`src/common/pbu_pkg.sv`:
```
// pixel blend unit shared constants, types and helper functions
package pbu_pkg;

    // ------------------------------------------------------------
    // widths and pin encodings
    // ------------------------------------------------------------
    localparam int unsigned PBU_LANES = 4;
    localparam int unsigned PBU_ADDR_W = 9;
    localparam int unsigned PBU_ALPHA_LANE = 3;
    localparam logic [2:0] PBU_OP_INIT_TWO_CYCLE = 3'h6;
    localparam logic [2:0] PBU_OP_STATEFUL_WRITE = 3'h2;

    // ------------------------------------------------------------
    // operand select encodings and numeric limits
    // ------------------------------------------------------------
    localparam logic [2:0] PBU_FRAC_PIN = 3'h0;
    localparam logic [2:0] PBU_FRAC_PIN_ALPHA = 3'h1;
    localparam logic [2:0] PBU_FRAC_OLD = 3'h2;
    localparam logic [2:0] PBU_FRAC_CONST = 3'h3;
    localparam logic [2:0] PBU_FRAC_UNITY = 3'h4;
    localparam logic [2:0] PBU_DT_OLD = 3'h0;
    localparam logic [2:0] PBU_DT_OLD_INV = 3'h1;
    localparam logic [2:0] PBU_DT_ALPHA_SAT = 3'h2;
    localparam logic [2:0] PBU_DT_PIN_ALPHA = 3'h3;
    localparam logic [2:0] PBU_DT_OLD_ALPHA = 3'h4;
    localparam logic [2:0] PBU_DT_OLD_ALPHA_INV = 3'h5;
    localparam logic [1:0] PBU_ADD_PIN = 2'h0;
    localparam logic [1:0] PBU_ADD_CONST = 2'h1;
    localparam logic [1:0] PBU_ADD_OLD = 2'h2;
    localparam logic [8:0] PBU_FRAC_ONE = 9'h100;
    localparam logic [7:0] PBU_BYTE_MAX = 8'hff;
    localparam logic [3:0] PBU_NIB_ZERO = 4'h0;

    // ------------------------------------------------------------
    // carriers
    // ------------------------------------------------------------
    typedef struct packed {
        logic [2:0] alu_opcode;
        logic alu_write_enable;
        logic [PBU_ADDR_W-1:0] alu_pixel_address;
        logic [3:0] alu_byte_enables;
        logic [31:0] alu_data_pins;
        logic [3:0] alu_extension_pins;
    } pbu_pins_t;

    typedef struct packed {
        logic [3:0] lane_function_select;  // 1 = blend, 0 = raster op
        logic [2:0] frac_sel;
        logic [2:0] dterm_sel;
        logic [1:0] addend_sel;
        logic [2:0] pre_dterm_sel;
        logic pre_loop_product;             // 1 = product, 0 = addend
        logic nibble_mode;
        logic nibble_zero_fill;
        logic stencil_mode;
    } pbu_cfg_t;

    typedef struct packed {
        logic valid;
        logic [PBU_ADDR_W-1:0] addr;
        logic [3:0] be;
        logic [31:0] data;
    } pbu_wr_t;

    // ------------------------------------------------------------
    // helpers
    // ------------------------------------------------------------
    // 4-bit colour to 8 bits: duplicate or zero-fill the low nibble
    function automatic logic [7:0] pbu_expand(input logic [3:0] nib, input logic zero_fill);
        pbu_expand = zero_fill ? {nib, PBU_NIB_ZERO} : {nib, nib};
    endfunction : pbu_expand

    // squeeze a signed 10-bit sum into 0..255
    function automatic logic [7:0] pbu_clamp(input logic signed [9:0] v);
        if (v < 0) begin
            pbu_clamp = 8'h00;
        end else if (v > $signed({2'b00, PBU_BYTE_MAX})) begin
            pbu_clamp = PBU_BYTE_MAX;
        end else begin
            pbu_clamp = v[7:0];
        end
    endfunction : pbu_clamp

endpackage : pbu_pkg

```
`src/hw/pbu_blend_unit.sv`:
```
// pixel blend unit: four blend lanes with two-cycle loop-back control
module pbu_blend_unit
    import pbu_pkg::*;
(
    // clock and reset
    input wire logic mclk,
    input wire logic srst,
    // controller pins
    input wire pbu_pins_t pins,
    // blend configuration
    input wire pbu_cfg_t cfg,
    // pixel buffer old data and constant source
    input wire logic [31:0] old_data,
    input wire logic [35:0] const_source,
    // pass condition from the compare units
    input wire logic pass_condition,
    // write towards the pixel buffer
    output pbu_wr_t pbuf_write,
    // status
    output logic two_cycle_armed,
    output logic lane3_blend_blocked
);

    // ------------------------------------------------------------
    // sequencing state
    // ------------------------------------------------------------
    typedef enum logic [1:0] {
        PBU_ST_SINGLE = 2'b01,
        PBU_ST_ARMED = 2'b10
    } pbu_state_t;

    typedef struct packed {
        pbu_state_t state;
        logic [PBU_LANES-1:0][7:0] loop_prod;
        logic [PBU_LANES-1:0][8:0] loop_add;
        pbu_wr_t wr;
    } pbu_regs_t;

    pbu_regs_t r_q;
    pbu_regs_t r_d;

    logic is_init;
    logic is_write;
    logic preblend;
    logic loop_normal;
    logic [PBU_LANES-1:0] lane_blend;
    logic [PBU_LANES-1:0][7:0] lane_result;
    logic [PBU_LANES-1:0][7:0] lane_product;
    logic [PBU_LANES-1:0][8:0] lane_addend;
    logic [PBU_LANES-1:0][7:0] lane_alpha_sat;
    logic [7:0] alpha_sat;

    // ------------------------------------------------------------
    // request decode
    // ------------------------------------------------------------
    // initiate needs write enable; a plain read of opcode 110 does nothing
    assign is_init = pins.alu_write_enable && (pins.alu_opcode == PBU_OP_INIT_TWO_CYCLE);
    assign is_write = pins.alu_write_enable && (pins.alu_opcode == PBU_OP_STATEFUL_WRITE);
    assign preblend = is_init;
    // only the first write after an initiate takes the loop-back addend, even with idle cycles between
    assign loop_normal = is_write && (r_q.state == PBU_ST_ARMED);

    // lane 3 shares its path with the stencil logic, so stencil mode locks it out
    always_comb begin
        lane_blend = cfg.lane_function_select;
        if (cfg.stencil_mode) begin
            lane_blend[PBU_ALPHA_LANE] = 1'b0;
        end
    end

    // alpha-saturate term comes only from the alpha lane
    assign alpha_sat = lane_alpha_sat[PBU_ALPHA_LANE];

    // ------------------------------------------------------------
    // lanes
    // ------------------------------------------------------------
    // lanes 0..2 are the same; lane 3 adds the alpha-saturate circuit
    for (genvar i = 0; i < PBU_LANES; i++) begin : g_lane
        pbu_lane #(
            .HAS_ALPHA_SAT(i == PBU_ALPHA_LANE)
        ) u_lane (
            .pin_byte(pins.alu_data_pins[8*i +: 8]),
            .pin_ext(pins.alu_extension_pins[i]),
            .old_byte(old_data[8*i +: 8]),
            .k_byte(const_source[8*i +: 8]),
            .k_ext(const_source[32+i]),
            .pin_alpha(pins.alu_data_pins[31:24]),
            .pin_alpha_ext(pins.alu_extension_pins[PBU_ALPHA_LANE]),
            .old_alpha(old_data[31:24]),
            .alpha_sat_in(alpha_sat),
            .cfg(cfg),
            .preblend(preblend),
            .loop_normal(loop_normal),
            .loop_prod(r_q.loop_prod[i]),
            .loop_add(r_q.loop_add[i]),
            .result(lane_result[i]),
            .product(lane_product[i]),
            .addend(lane_addend[i]),
            .alpha_sat_out(lane_alpha_sat[i])
        );
    end

    // ------------------------------------------------------------
    // next state
    // ------------------------------------------------------------
    // write strobe is one cycle; loop-back registers hold until the next preblend
    always_comb begin
        r_d = r_q;
        r_d.wr.valid = 1'b0;
        case (r_q.state)
            PBU_ST_SINGLE: begin
                if (is_init) begin
                    r_d.state = PBU_ST_ARMED;
                end
            end
            PBU_ST_ARMED: begin
                // the stateful write consumes the loop-back; a new initiate re-arms
                if (is_write) begin
                    r_d.state = PBU_ST_SINGLE;
                end
            end
            default: begin
                r_d.state = PBU_ST_SINGLE;
            end
        endcase
        // preblend: keep product and addend one stage for the next cycle
        if (preblend) begin
            r_d.loop_prod = lane_product;
            r_d.loop_add = lane_addend;
        end
        // every stateful write produces a result in one cycle, which gives the
        // single-cycle throughput of the half blends
        if (is_write) begin
            r_d.wr.addr = pins.alu_pixel_address;
            r_d.wr.data = old_data;
            r_d.wr.be = 4'h0;
            // nothing reaches the pixel buffer unless the pass condition holds
            r_d.wr.valid = pass_condition;
            for (int i = 0; i < PBU_LANES; i++) begin
                if (lane_blend[i]) begin
                    r_d.wr.data[8*i +: 8] = lane_result[i];
                    r_d.wr.be[i] = pins.alu_byte_enables[i] && pass_condition;
                end
            end
        end
    end

    // ------------------------------------------------------------
    // registers
    // ------------------------------------------------------------
    always_ff @(posedge mclk) begin
        if (srst) begin
            r_q <= '0;
            r_q.state <= PBU_ST_SINGLE;
        end else begin
            r_q <= r_d;
        end
    end

    // ------------------------------------------------------------
    // outputs
    // ------------------------------------------------------------
    assign pbuf_write = r_q.wr;
    assign two_cycle_armed = (r_q.state == PBU_ST_ARMED);
    assign lane3_blend_blocked = cfg.stencil_mode;

endmodule : pbu_blend_unit

```
`src/hw/pbu_lane.sv`:
```
// one 8-bit blend lane: operand muxes, multiplier, adder and clamp
module pbu_lane
    import pbu_pkg::*;
#(
    parameter bit HAS_ALPHA_SAT = 1'b0
) (
    // lane operands
    input wire logic [7:0] pin_byte,
    input wire logic pin_ext,
    input wire logic [7:0] old_byte,
    input wire logic [7:0] k_byte,
    input wire logic k_ext,
    // alpha lane operands shared by all lanes
    input wire logic [7:0] pin_alpha,
    input wire logic pin_alpha_ext,
    input wire logic [7:0] old_alpha,
    input wire logic [7:0] alpha_sat_in,
    // control
    input wire pbu_cfg_t cfg,
    input wire logic preblend,
    input wire logic loop_normal,
    input wire logic [7:0] loop_prod,
    input wire logic [8:0] loop_add,
    // results
    output logic [7:0] result,
    output logic [7:0] product,
    output logic [8:0] addend,
    output logic [7:0] alpha_sat_out
);

    logic [7:0] n_x;
    logic [7:0] o_x;
    logic [8:0] frac_raw;
    logic [8:0] frac;
    logic [7:0] dterm;
    logic [2:0] dsel;
    logic [16:0] mult;
    logic signed [9:0] inter;
    logic [7:0] clamped;

    // 4-bit colour mode widens pin and old bytes before they enter the path
    assign n_x = cfg.nibble_mode ? pbu_expand(pin_byte[3:0], cfg.nibble_zero_fill) : pin_byte;
    assign o_x = cfg.nibble_mode ? pbu_expand(old_byte[3:0], cfg.nibble_zero_fill) : old_byte;

    // alpha-saturate exists only in the alpha lane; 1-x is the bitwise inverse
    assign alpha_sat_out = HAS_ALPHA_SAT ? ((pin_alpha < ~old_alpha) ? pin_alpha : ~old_alpha)
                                         : 8'h00;

    // fraction operand: preblend always takes the pin bus
    always_comb begin
        if (preblend) begin
            frac_raw = {pin_ext, n_x};
        end else begin
            case (cfg.frac_sel)
                PBU_FRAC_PIN: frac_raw = {pin_ext, n_x};
                PBU_FRAC_PIN_ALPHA: frac_raw = {pin_alpha_ext, pin_alpha};
                PBU_FRAC_OLD: frac_raw = {1'b0, o_x};
                PBU_FRAC_CONST: frac_raw = {k_ext, k_byte};
                default: frac_raw = PBU_FRAC_ONE;
            endcase
        end
        // anything above unity is held at unity
        frac = (frac_raw > PBU_FRAC_ONE) ? PBU_FRAC_ONE : frac_raw;
    end

    // data term operand: preblend select or the normal select
    assign dsel = preblend ? cfg.pre_dterm_sel : cfg.dterm_sel;
    always_comb begin
        case (dsel)
            PBU_DT_OLD: dterm = o_x;
            PBU_DT_OLD_INV: dterm = ~o_x;
            PBU_DT_ALPHA_SAT: dterm = alpha_sat_in;
            PBU_DT_PIN_ALPHA: dterm = pin_alpha;
            PBU_DT_OLD_ALPHA: dterm = old_alpha;
            PBU_DT_OLD_ALPHA_INV: dterm = ~old_alpha;
            default: dterm = o_x;
        endcase
    end

    // addend: pins in preblend, loop-back in the normal cycle, else the select
    always_comb begin
        if (preblend) begin
            addend = {pin_ext, n_x};
        end else if (loop_normal) begin
            addend = cfg.pre_loop_product ? {1'b0, loop_prod} : loop_add;
        end else begin
            case (cfg.addend_sel)
                PBU_ADD_PIN: addend = {pin_ext, n_x};
                PBU_ADD_CONST: addend = {k_ext, k_byte};
                PBU_ADD_OLD: addend = {1'b0, o_x};
                default: addend = {pin_ext, n_x};
            endcase
        end
    end

    // fraction is 1.8 fixed point, so the product keeps bits 15:8
    // both operands widened to the full product width so no product bit is lost
    assign mult = {8'h00, frac} * {9'h000, dterm};
    assign product = mult[15:8];
    assign inter = $signed({2'b00, product}) + $signed({addend[8], addend});
    assign clamped = pbu_clamp(inter);
    // 4-bit mode drops the low nibble of the result
    assign result = cfg.nibble_mode ? {PBU_NIB_ZERO, clamped[7:4]} : clamped;

endmodule : pbu_lane

```
`config.mk`:
```
export PLATFORM = sky130hd
export DESIGN_NAME = pbu_blend_unit
export DESIGN_NICKNAME = d
export VERILOG_FILES = /design/src/common/pbu_pkg.sv /design/src/hw/pbu_blend_unit.sv /design/src/hw/pbu_lane.sv
export SDC_FILE = /design/constraint.sdc
export NUM_CORES = 1
export LEC_CHECK = 0
export CAP_MARGIN = 10
export CORE_ASPECT_RATIO = 1.2
export CORE_UTILIZATION = 42
export CTS_CLUSTER_DIAMETER = 80
export DETAILED_ROUTE_END_ITERATION = 16
export DONT_BUFFER_PORTS = 1
export GPL_TIMING_DRIVEN = 0
export PLACE_DENSITY = 0.62
export REMOVE_ABC_BUFFERS = 1
export SYNTH_ARGS = -nofsm -noshare
export SYNTH_HDL_FRONTEND = slang
export SYNTH_SLANG_ARGS = --single-unit
export TNS_END_PERCENT = 30
```
`constraint.sdc`:
```
create_clock -name mclk -period 25.1 [get_ports mclk]
set_input_delay 2.51 -clock mclk [delete_from_list [all_inputs] [get_ports mclk]]
set_output_delay 2.51 -clock mclk [all_outputs]
set_load 0.01 [all_outputs]
```
==> reports/metrics.cfg, run 1 <==
[sta]
finalWorstSetupSlack_ns=12.16
setup_viol=0
skew_ns=0.01498
relSlewSlack_pct=-6.686
worstMarginPinSlew_ns=1.600
final-hold-violation-count=0
slew_viol_final=10
rsz0062_at_grt=false
setup_tns_ns=0
period_share_pct=51.55
period_needed_ns=12.94
fmax_mhz=77.28

[pwr]
power.leakage_nw=9.125
p_per_area_mw_per_mm2=54.07
irDropWorstVdd_uv=54.18

[worst_setup_path]
slowest_delay_ns=1.30
path_max_fanout=62
crit_path_end_kind=flip-flop
r2r_slack_ns=18.83
cp_data_arrival_time_ns=13.29
crit_path_start_kind=input port
cp.required_ns=25.45
worst-setup-path-type=in -> reg
critPathSlowestCell=a221oi_1

[cells_and_area]
final_cells=3026
final_cell_mix=nor2_1, nand2_1, inv_1
fill_cells=4586
layout-drive-gt1-share_pct=7.161
multi_input_area_mm2=0.01519
area_growth_syn_to_layout_pct=4.594
finalNetCount=2879
layout_commonest_cell=nor2_1
register_area_mm2=0.002322

[cts]
cts_resized=0
clockRootBuffer=clkbuf_16
clock-sinks=116
h-tree-depth=4
cts_tree=done
numCtsBuffers=17
cts.clk_slew.worst_paths_ns=0.07
insertion_delay_ns=0.44
clock_path_buffers=2
postCtsSetupBuffers=0
postCtsHoldBufs=0

[synthesis]
ys_types=98
synth_edf_count=0
ys_warn_count=0
syn_avg_cell_area_um2=7.576
synth_area_mm2=0.01923
synth_seq_area_share_pct=12.08
async_flop_share_pct=0
ys_ff_latch=116
synth_cells=2538
synth_ff_type=dfxtp_1

[drt]
num_vias=18370
final_antenna_net_count=0
wl_per_cell_um=22.50
post-route-drc-count=0
drtPass1Iterations=6
viasPerCell=6.070
drt_iter0_markers=1727
wl_um=68090

[outcome]
status=finished with violations
violations=slew limit

[global_routing]
grt_overflow=0
track_usage_pct=29.12
grt_pass1_wl_um=104400
grt_max_degree=108
first_global_vias=18330
grt_antenna_before_repair=0

[placed_design]
dp_slack_ns=12.01
port-buffer-count=0
gp_congestion=0.9310
dp_cells=2990
dp_hpwl_um=52410

[floorplan]
dieArea_mm2=0.04664
die_w_um=197.3
die_h_um=236.4
coreArea_mm2=0.04499
start_util_pct=42.74
rows=85
io_pins=191

[worst_hold_path]
hold_class=reg -> reg

[job]
max-cap-violations=0

-- critical path: cells and delay by family --
kind,cells,cell delay (ns)
AOI/OAI and AO/OA,14,4.88
adders and majority gates,6,2.29
and+or+nand+nor,8,2.17
xor gates and xnor gates,2,0.61
buffers and inverters,3,0.42
muxes,1,0.31
-- report_power, final --
part	total [W]	internal, W	switching (W)
Combinational	0.000620	0.000241	0.000380
Sequential	0.000194	0.000190	0.00000454
Clock	0.000273	0.000160	0.000113
-- routing by layer --
layer | part of all wire [%] | up-vias | GRT usage (%) | routed length [um]
li1 | - | 8363 | - | -
met1 | 39 | 8906 | 35.70 | 26860
met2 | 47 | 925 | 47.80 | 31680
met3 | 9.3 | 173 | 6.806 | 6310
met4 | 4.7 | 0 | 13.81 | 3234
met5 | 0 | - | 0 | 0
-- final cells by class --
cell class | instances | area share [%]
repair buffers | 20 | 1.425
multi-input cells | 2002 | 75.55
diodes | 1 | 0.01244
clock inverters | 14 | 0.9519
well taps | 609 | 3.789
inverters | 246 | 4.592
flip-flops and latches | 116 | 11.55
clock buffers | 18 | 2.134
-- sequential cells by signal, summed over array words and instances, names as in the netlist --
| name | cells |
|---|---|
| pbuf_write | 46 |
| r_q | 70 |
-- through the flow --
step	hold slack, ns	cell area, um^2	utilization, %	power, W
finish	0.4546	20110	44.70	0.001087
global route	0.4679	20110	44.70	0.001163
CTS	0.4491	20090	44.65	0.001080
detailed placement	0.4388	19460	43.27	0.0008039
global placement	0.4344	19120	42.51	0.0007907
floorplan	0.4255	18360	-	0.0006509
-- final timing paths --
check / endpoint / start / cells past startpoint
max: pbuf_write[4] / pins[50] / 34
min: r_q[96] / r_q[96] / 2
max reg2reg: pbuf_write[4] / r_q[115] / 20
min reg2reg: r_q[96] / r_q[96] / 2
-- Yosys cell counts (29+ instances only) --
master      n  share of area (%)
ha_1      169                 11
nand2b_1   42                1.4
a221oi_1   29                1.3
o21ai_0    95                2.5
o22ai_1    55                1.8
dfxtp_1   116                 12
a21oi_1   218                5.7
nor2b_1    37                1.2
clkbuf_1  100                2.0
or2_2      42                1.4
inv_1     246                4.8
a211oi_1   42                1.6
nand3_1    34               0.88
xnor2_1    52                2.4
a21o_1     34                1.3
nor2_1    333                6.5
mux2_2     36                2.1
nand2_1   270                5.3
mux2i_1    49                2.6
buf_4      49                1.9
fa_1      164                 17
-- cell families (layout without fill, tap and decap cells) --
group | count (synthesis) | after routing | synth area share [%]
simple gates | 876 | 876 | 20.78
xor+xnor | 72 | 72 | 3.358
other cells | 0 | 1 | 0
flops | 116 | 116 | 12.08
fa+ha+maj | 334 | 334 | 28.13
compound gates | 632 | 632 | 21.39
mux | 88 | 88 | 4.965
buf+inv | 420 | 298 | 9.306
No activity file was read; power rests on OpenSTA's default activity.
==> run 2, diff against run 1 <==
--- a/config.mk
+++ b/config.mk
@@ -5,6 +5,7 @@
 export SDC_FILE = /design/constraint.sdc
 export NUM_CORES = 1
 export LEC_CHECK = 0
+export ABC_AREA = 1
 export CAP_MARGIN = 10
 export CORE_ASPECT_RATIO = 1.2
 export CORE_UTILIZATION = 42
==> constraint.sdc (replaced) <==
create_clock -name mclk -period 12.1 [get_ports mclk]
set_input_delay 1.21 -clock mclk [delete_from_list [all_inputs] [get_ports mclk]]
set_output_delay 1.21 -clock mclk [all_outputs]
set_load 0.01 [all_outputs]
==> run 2 against run 1 <==
  * The run now ends clean
  * Via count increased by 6.7%
  * Global-route usage decreased by 0.17 points
  * Combinational power increased by 140%
  * First-iteration DRC count decreased by 1.0%
  * Sequential power increased by 110%
  * Worst hold slack got worse by 0.0011 ns
  * Clock skew decreased by 0.0044 ns
  * Register-to-register slack got worse by 11 ns
  * Core utilization decreased by 0.47 points
  * Critical path depth increased by 8
==> reports/metrics.cfg, run 2 <==
[worst_setup_path]
critPathSlowestCell=a221oi_1
reg2reg_depth=22
path_max_fanout=43
crit_path_start_kind=input port
slowest_delay_ns=1.04
cp_data_arrival_time_ns=10.90
worst-setup-path-type=in -> reg
path_common_cell=nand2_1
crit_path_end_kind=flip-flop
cp.required_ns=12.45

[sta]
setup_viol=0
worstMarginPinSlew_ns=1.348
period_share_pct=87.14
relSlewSlack_pct=10.16
slew_viol_final=0
final-hold-violation-count=0
setup_tns_ns=0
fmax_mhz=94.84
period_needed_ns=10.54
finalWorstSetupSlack_ns=1.556
skew_ns=0.01060
rsz0062_at_grt=false

[global_routing]
grt_antenna_before_repair=3
grt_overflow=0
grt_max_degree=76
grt_pass1_wl_um=104600
track_usage_pct=28.95
first_global_vias=18740

[cells_and_area]
antenna_cells=0
layout_commonest_cell=nand2_1
area_growth_syn_to_layout_pct=3.769
finalNetCount=3337
fill_cells=4797
regMostFlops=r_q
stdcell_area_mm2=0.02032
largest_reg_flops=70
layout-drive-gt1-share_pct=4.454
post-route-util_pct=44.23
final_cell_mix=nand2_1, inv_1, nor2_1

[synthesis]
synth_area_mm2=0.01959
synth_most_common_cell=nand2_1
synth_seq_area_share_pct=11.86
yosys-top-cells-count=nand2_1, inv_1, nor2_1, o21ai_0, ha_1
synth_compound_area_share_pct=17.54
synth_edf_count=0
ys_ff_latch=116
synthAdderAreaFrac_pct=27.56
syn_avg_cell_area_um2=6.561
synth_top_area_share_pct=16.76
ys_types=60
synth_ff_type=dfxtp_1
async_flop_share_pct=0
synth_xor_area_share_pct=2.728
ys_warn_count=0
yosys.area_share.simple_pct=25.37
synthMuxAreaShare_pct=0.05111
yosysTopAreaCell=fa_1
synth_cells=2985
ys_top_cells_by_area=fa_1, dfxtp_1, nand2_1, ha_1, inv_1
synth_top_family_by_area=adder cells

[drt]
wl_per_cell_um=19.64
num_vias=19600
post-route-drc-count=0
final_antenna_net_count=0
wl_um=68550
drt_iter0_markers=1709
drtPass1Iterations=6
viasPerCell=5.617

[outcome]
status=complete, no violations

[job]
max-cap-violations=0

[floorplan]
die_w_um=199.1
dieArea_mm2=0.04750
die_h_um=238.6
start_util_pct=42.63
coreArea_mm2=0.04595
rows=86
io_pins=191

[cts]
cts_tree=done
clock-sinks=116
clock_path_buffers=2
postCtsSetupBuffers=0
insertion_delay_ns=0.46
clockRootBuffer=clkbuf_16
numCtsBuffers=17
cts.clk_slew.worst_paths_ns=0.07
postCtsHoldBufs=0
cts_resized=0
h-tree-depth=4

[pwr]
p_per_area_mw_per_mm2=119.0
power.leakage_nw=10.61
irDropWorstVdd_uv=95.77

[placed_design]
dp_slack_ns=1.444
gp_congestion=0.9855
dp_hpwl_um=53440
placed_cell_area_mm2=0.01971
port-buffer-count=0

[worst_hold_path]
hold_class=reg -> reg
hold_depth=2

## run 2: changes by cell type in the layout (fill, tap and decap cells not counted), sizes merged, moves of 36 or more
cell    change
a21oi      -57
inv       +317
mux2       -36
mux2i      -49
nand2     +345
nand2b     -42
nand3     +107
nor2b      -37
o21ai     +113
o22ai      -46
or2        -38
## run 2: worst paths after layout
check | slack [ns] | from | end
worst max-delay path | 1.56 | pins[50] | pbuf_write[10]
worst max register to register | 7.52 | r_q[115] | pbuf_write[18]
worst min-delay path | 0.45 | r_q[59] | r_q[59]
worst min register to register | 0.45 | r_q[59] | r_q[59]
## run 2: layer usage
metal / up-vias / part of all wire [%] / track usage [%]
met4: 0 / 6.5 / 16.95
met5: - / 0 / 0
met3: 225 / 9.3 / 5.996
met1: 9192 / 39 / 35.55
li1: 9238 / - / -
met2: 948 / 46 / 46.56
## run 2: layout make-up
class / instances / area [um^2] / share of cell area (%)
flip-flops and latches: 116 / 2322 / 11.43
clock inverters: 15 / 183.9 / 0.9050
clock buffers: 17 / 425.4 / 2.093
well taps: 616 / 770.7 / 3.792
inverters: 561 / 2107 / 10.37
repair buffers: 7 / 150.1 / 0.7388
multi-input cells: 2158 / 14360 / 70.68
## run 2: logic make-up after synthesis
kind of cell,Yosys count
simple gates,1183
buf+inv,711
compound gates,580
fa+ha+maj,333
flops,116
xor+xnor,61
mux,1
## run 2: critical path: cells and delay by family
family,cells,cell delay (ns)
compound gates,11,3.54
buf+inv,5,0.93
simple gates,19,2.28
fa+ha+maj,6,2.56
xor+xnor,1,0.36
## run 2: power by group
group | total [W] | internal [W] | switching [W] | leakage (nW)
combinational | 0.00147 | 0.000512 | 0.000955 | 9.37
clock | 0.000549 | 0.000313 | 0.000235 | 0.295
sequential | 0.000403 | 0.000395 | 0.00000838 | 0.941
total | 0.00242 | 0.00122 | 0.00120 | 10.6
## run 2: through the flow
step / std cells / total power (W) / hold slack (ns)
after floorplan: 2835 / 0.001491 / 0.4284
final: 3490 / 0.002419 / 0.4535
after CTS: 3490 / 0.002411 / 0.4556
after global routing: 3490 / 0.002621 / 0.4823
after detailed placement: 3458 / 0.001849 / 0.4442
after global placement: 3451 / 0.001825 / 0.4387
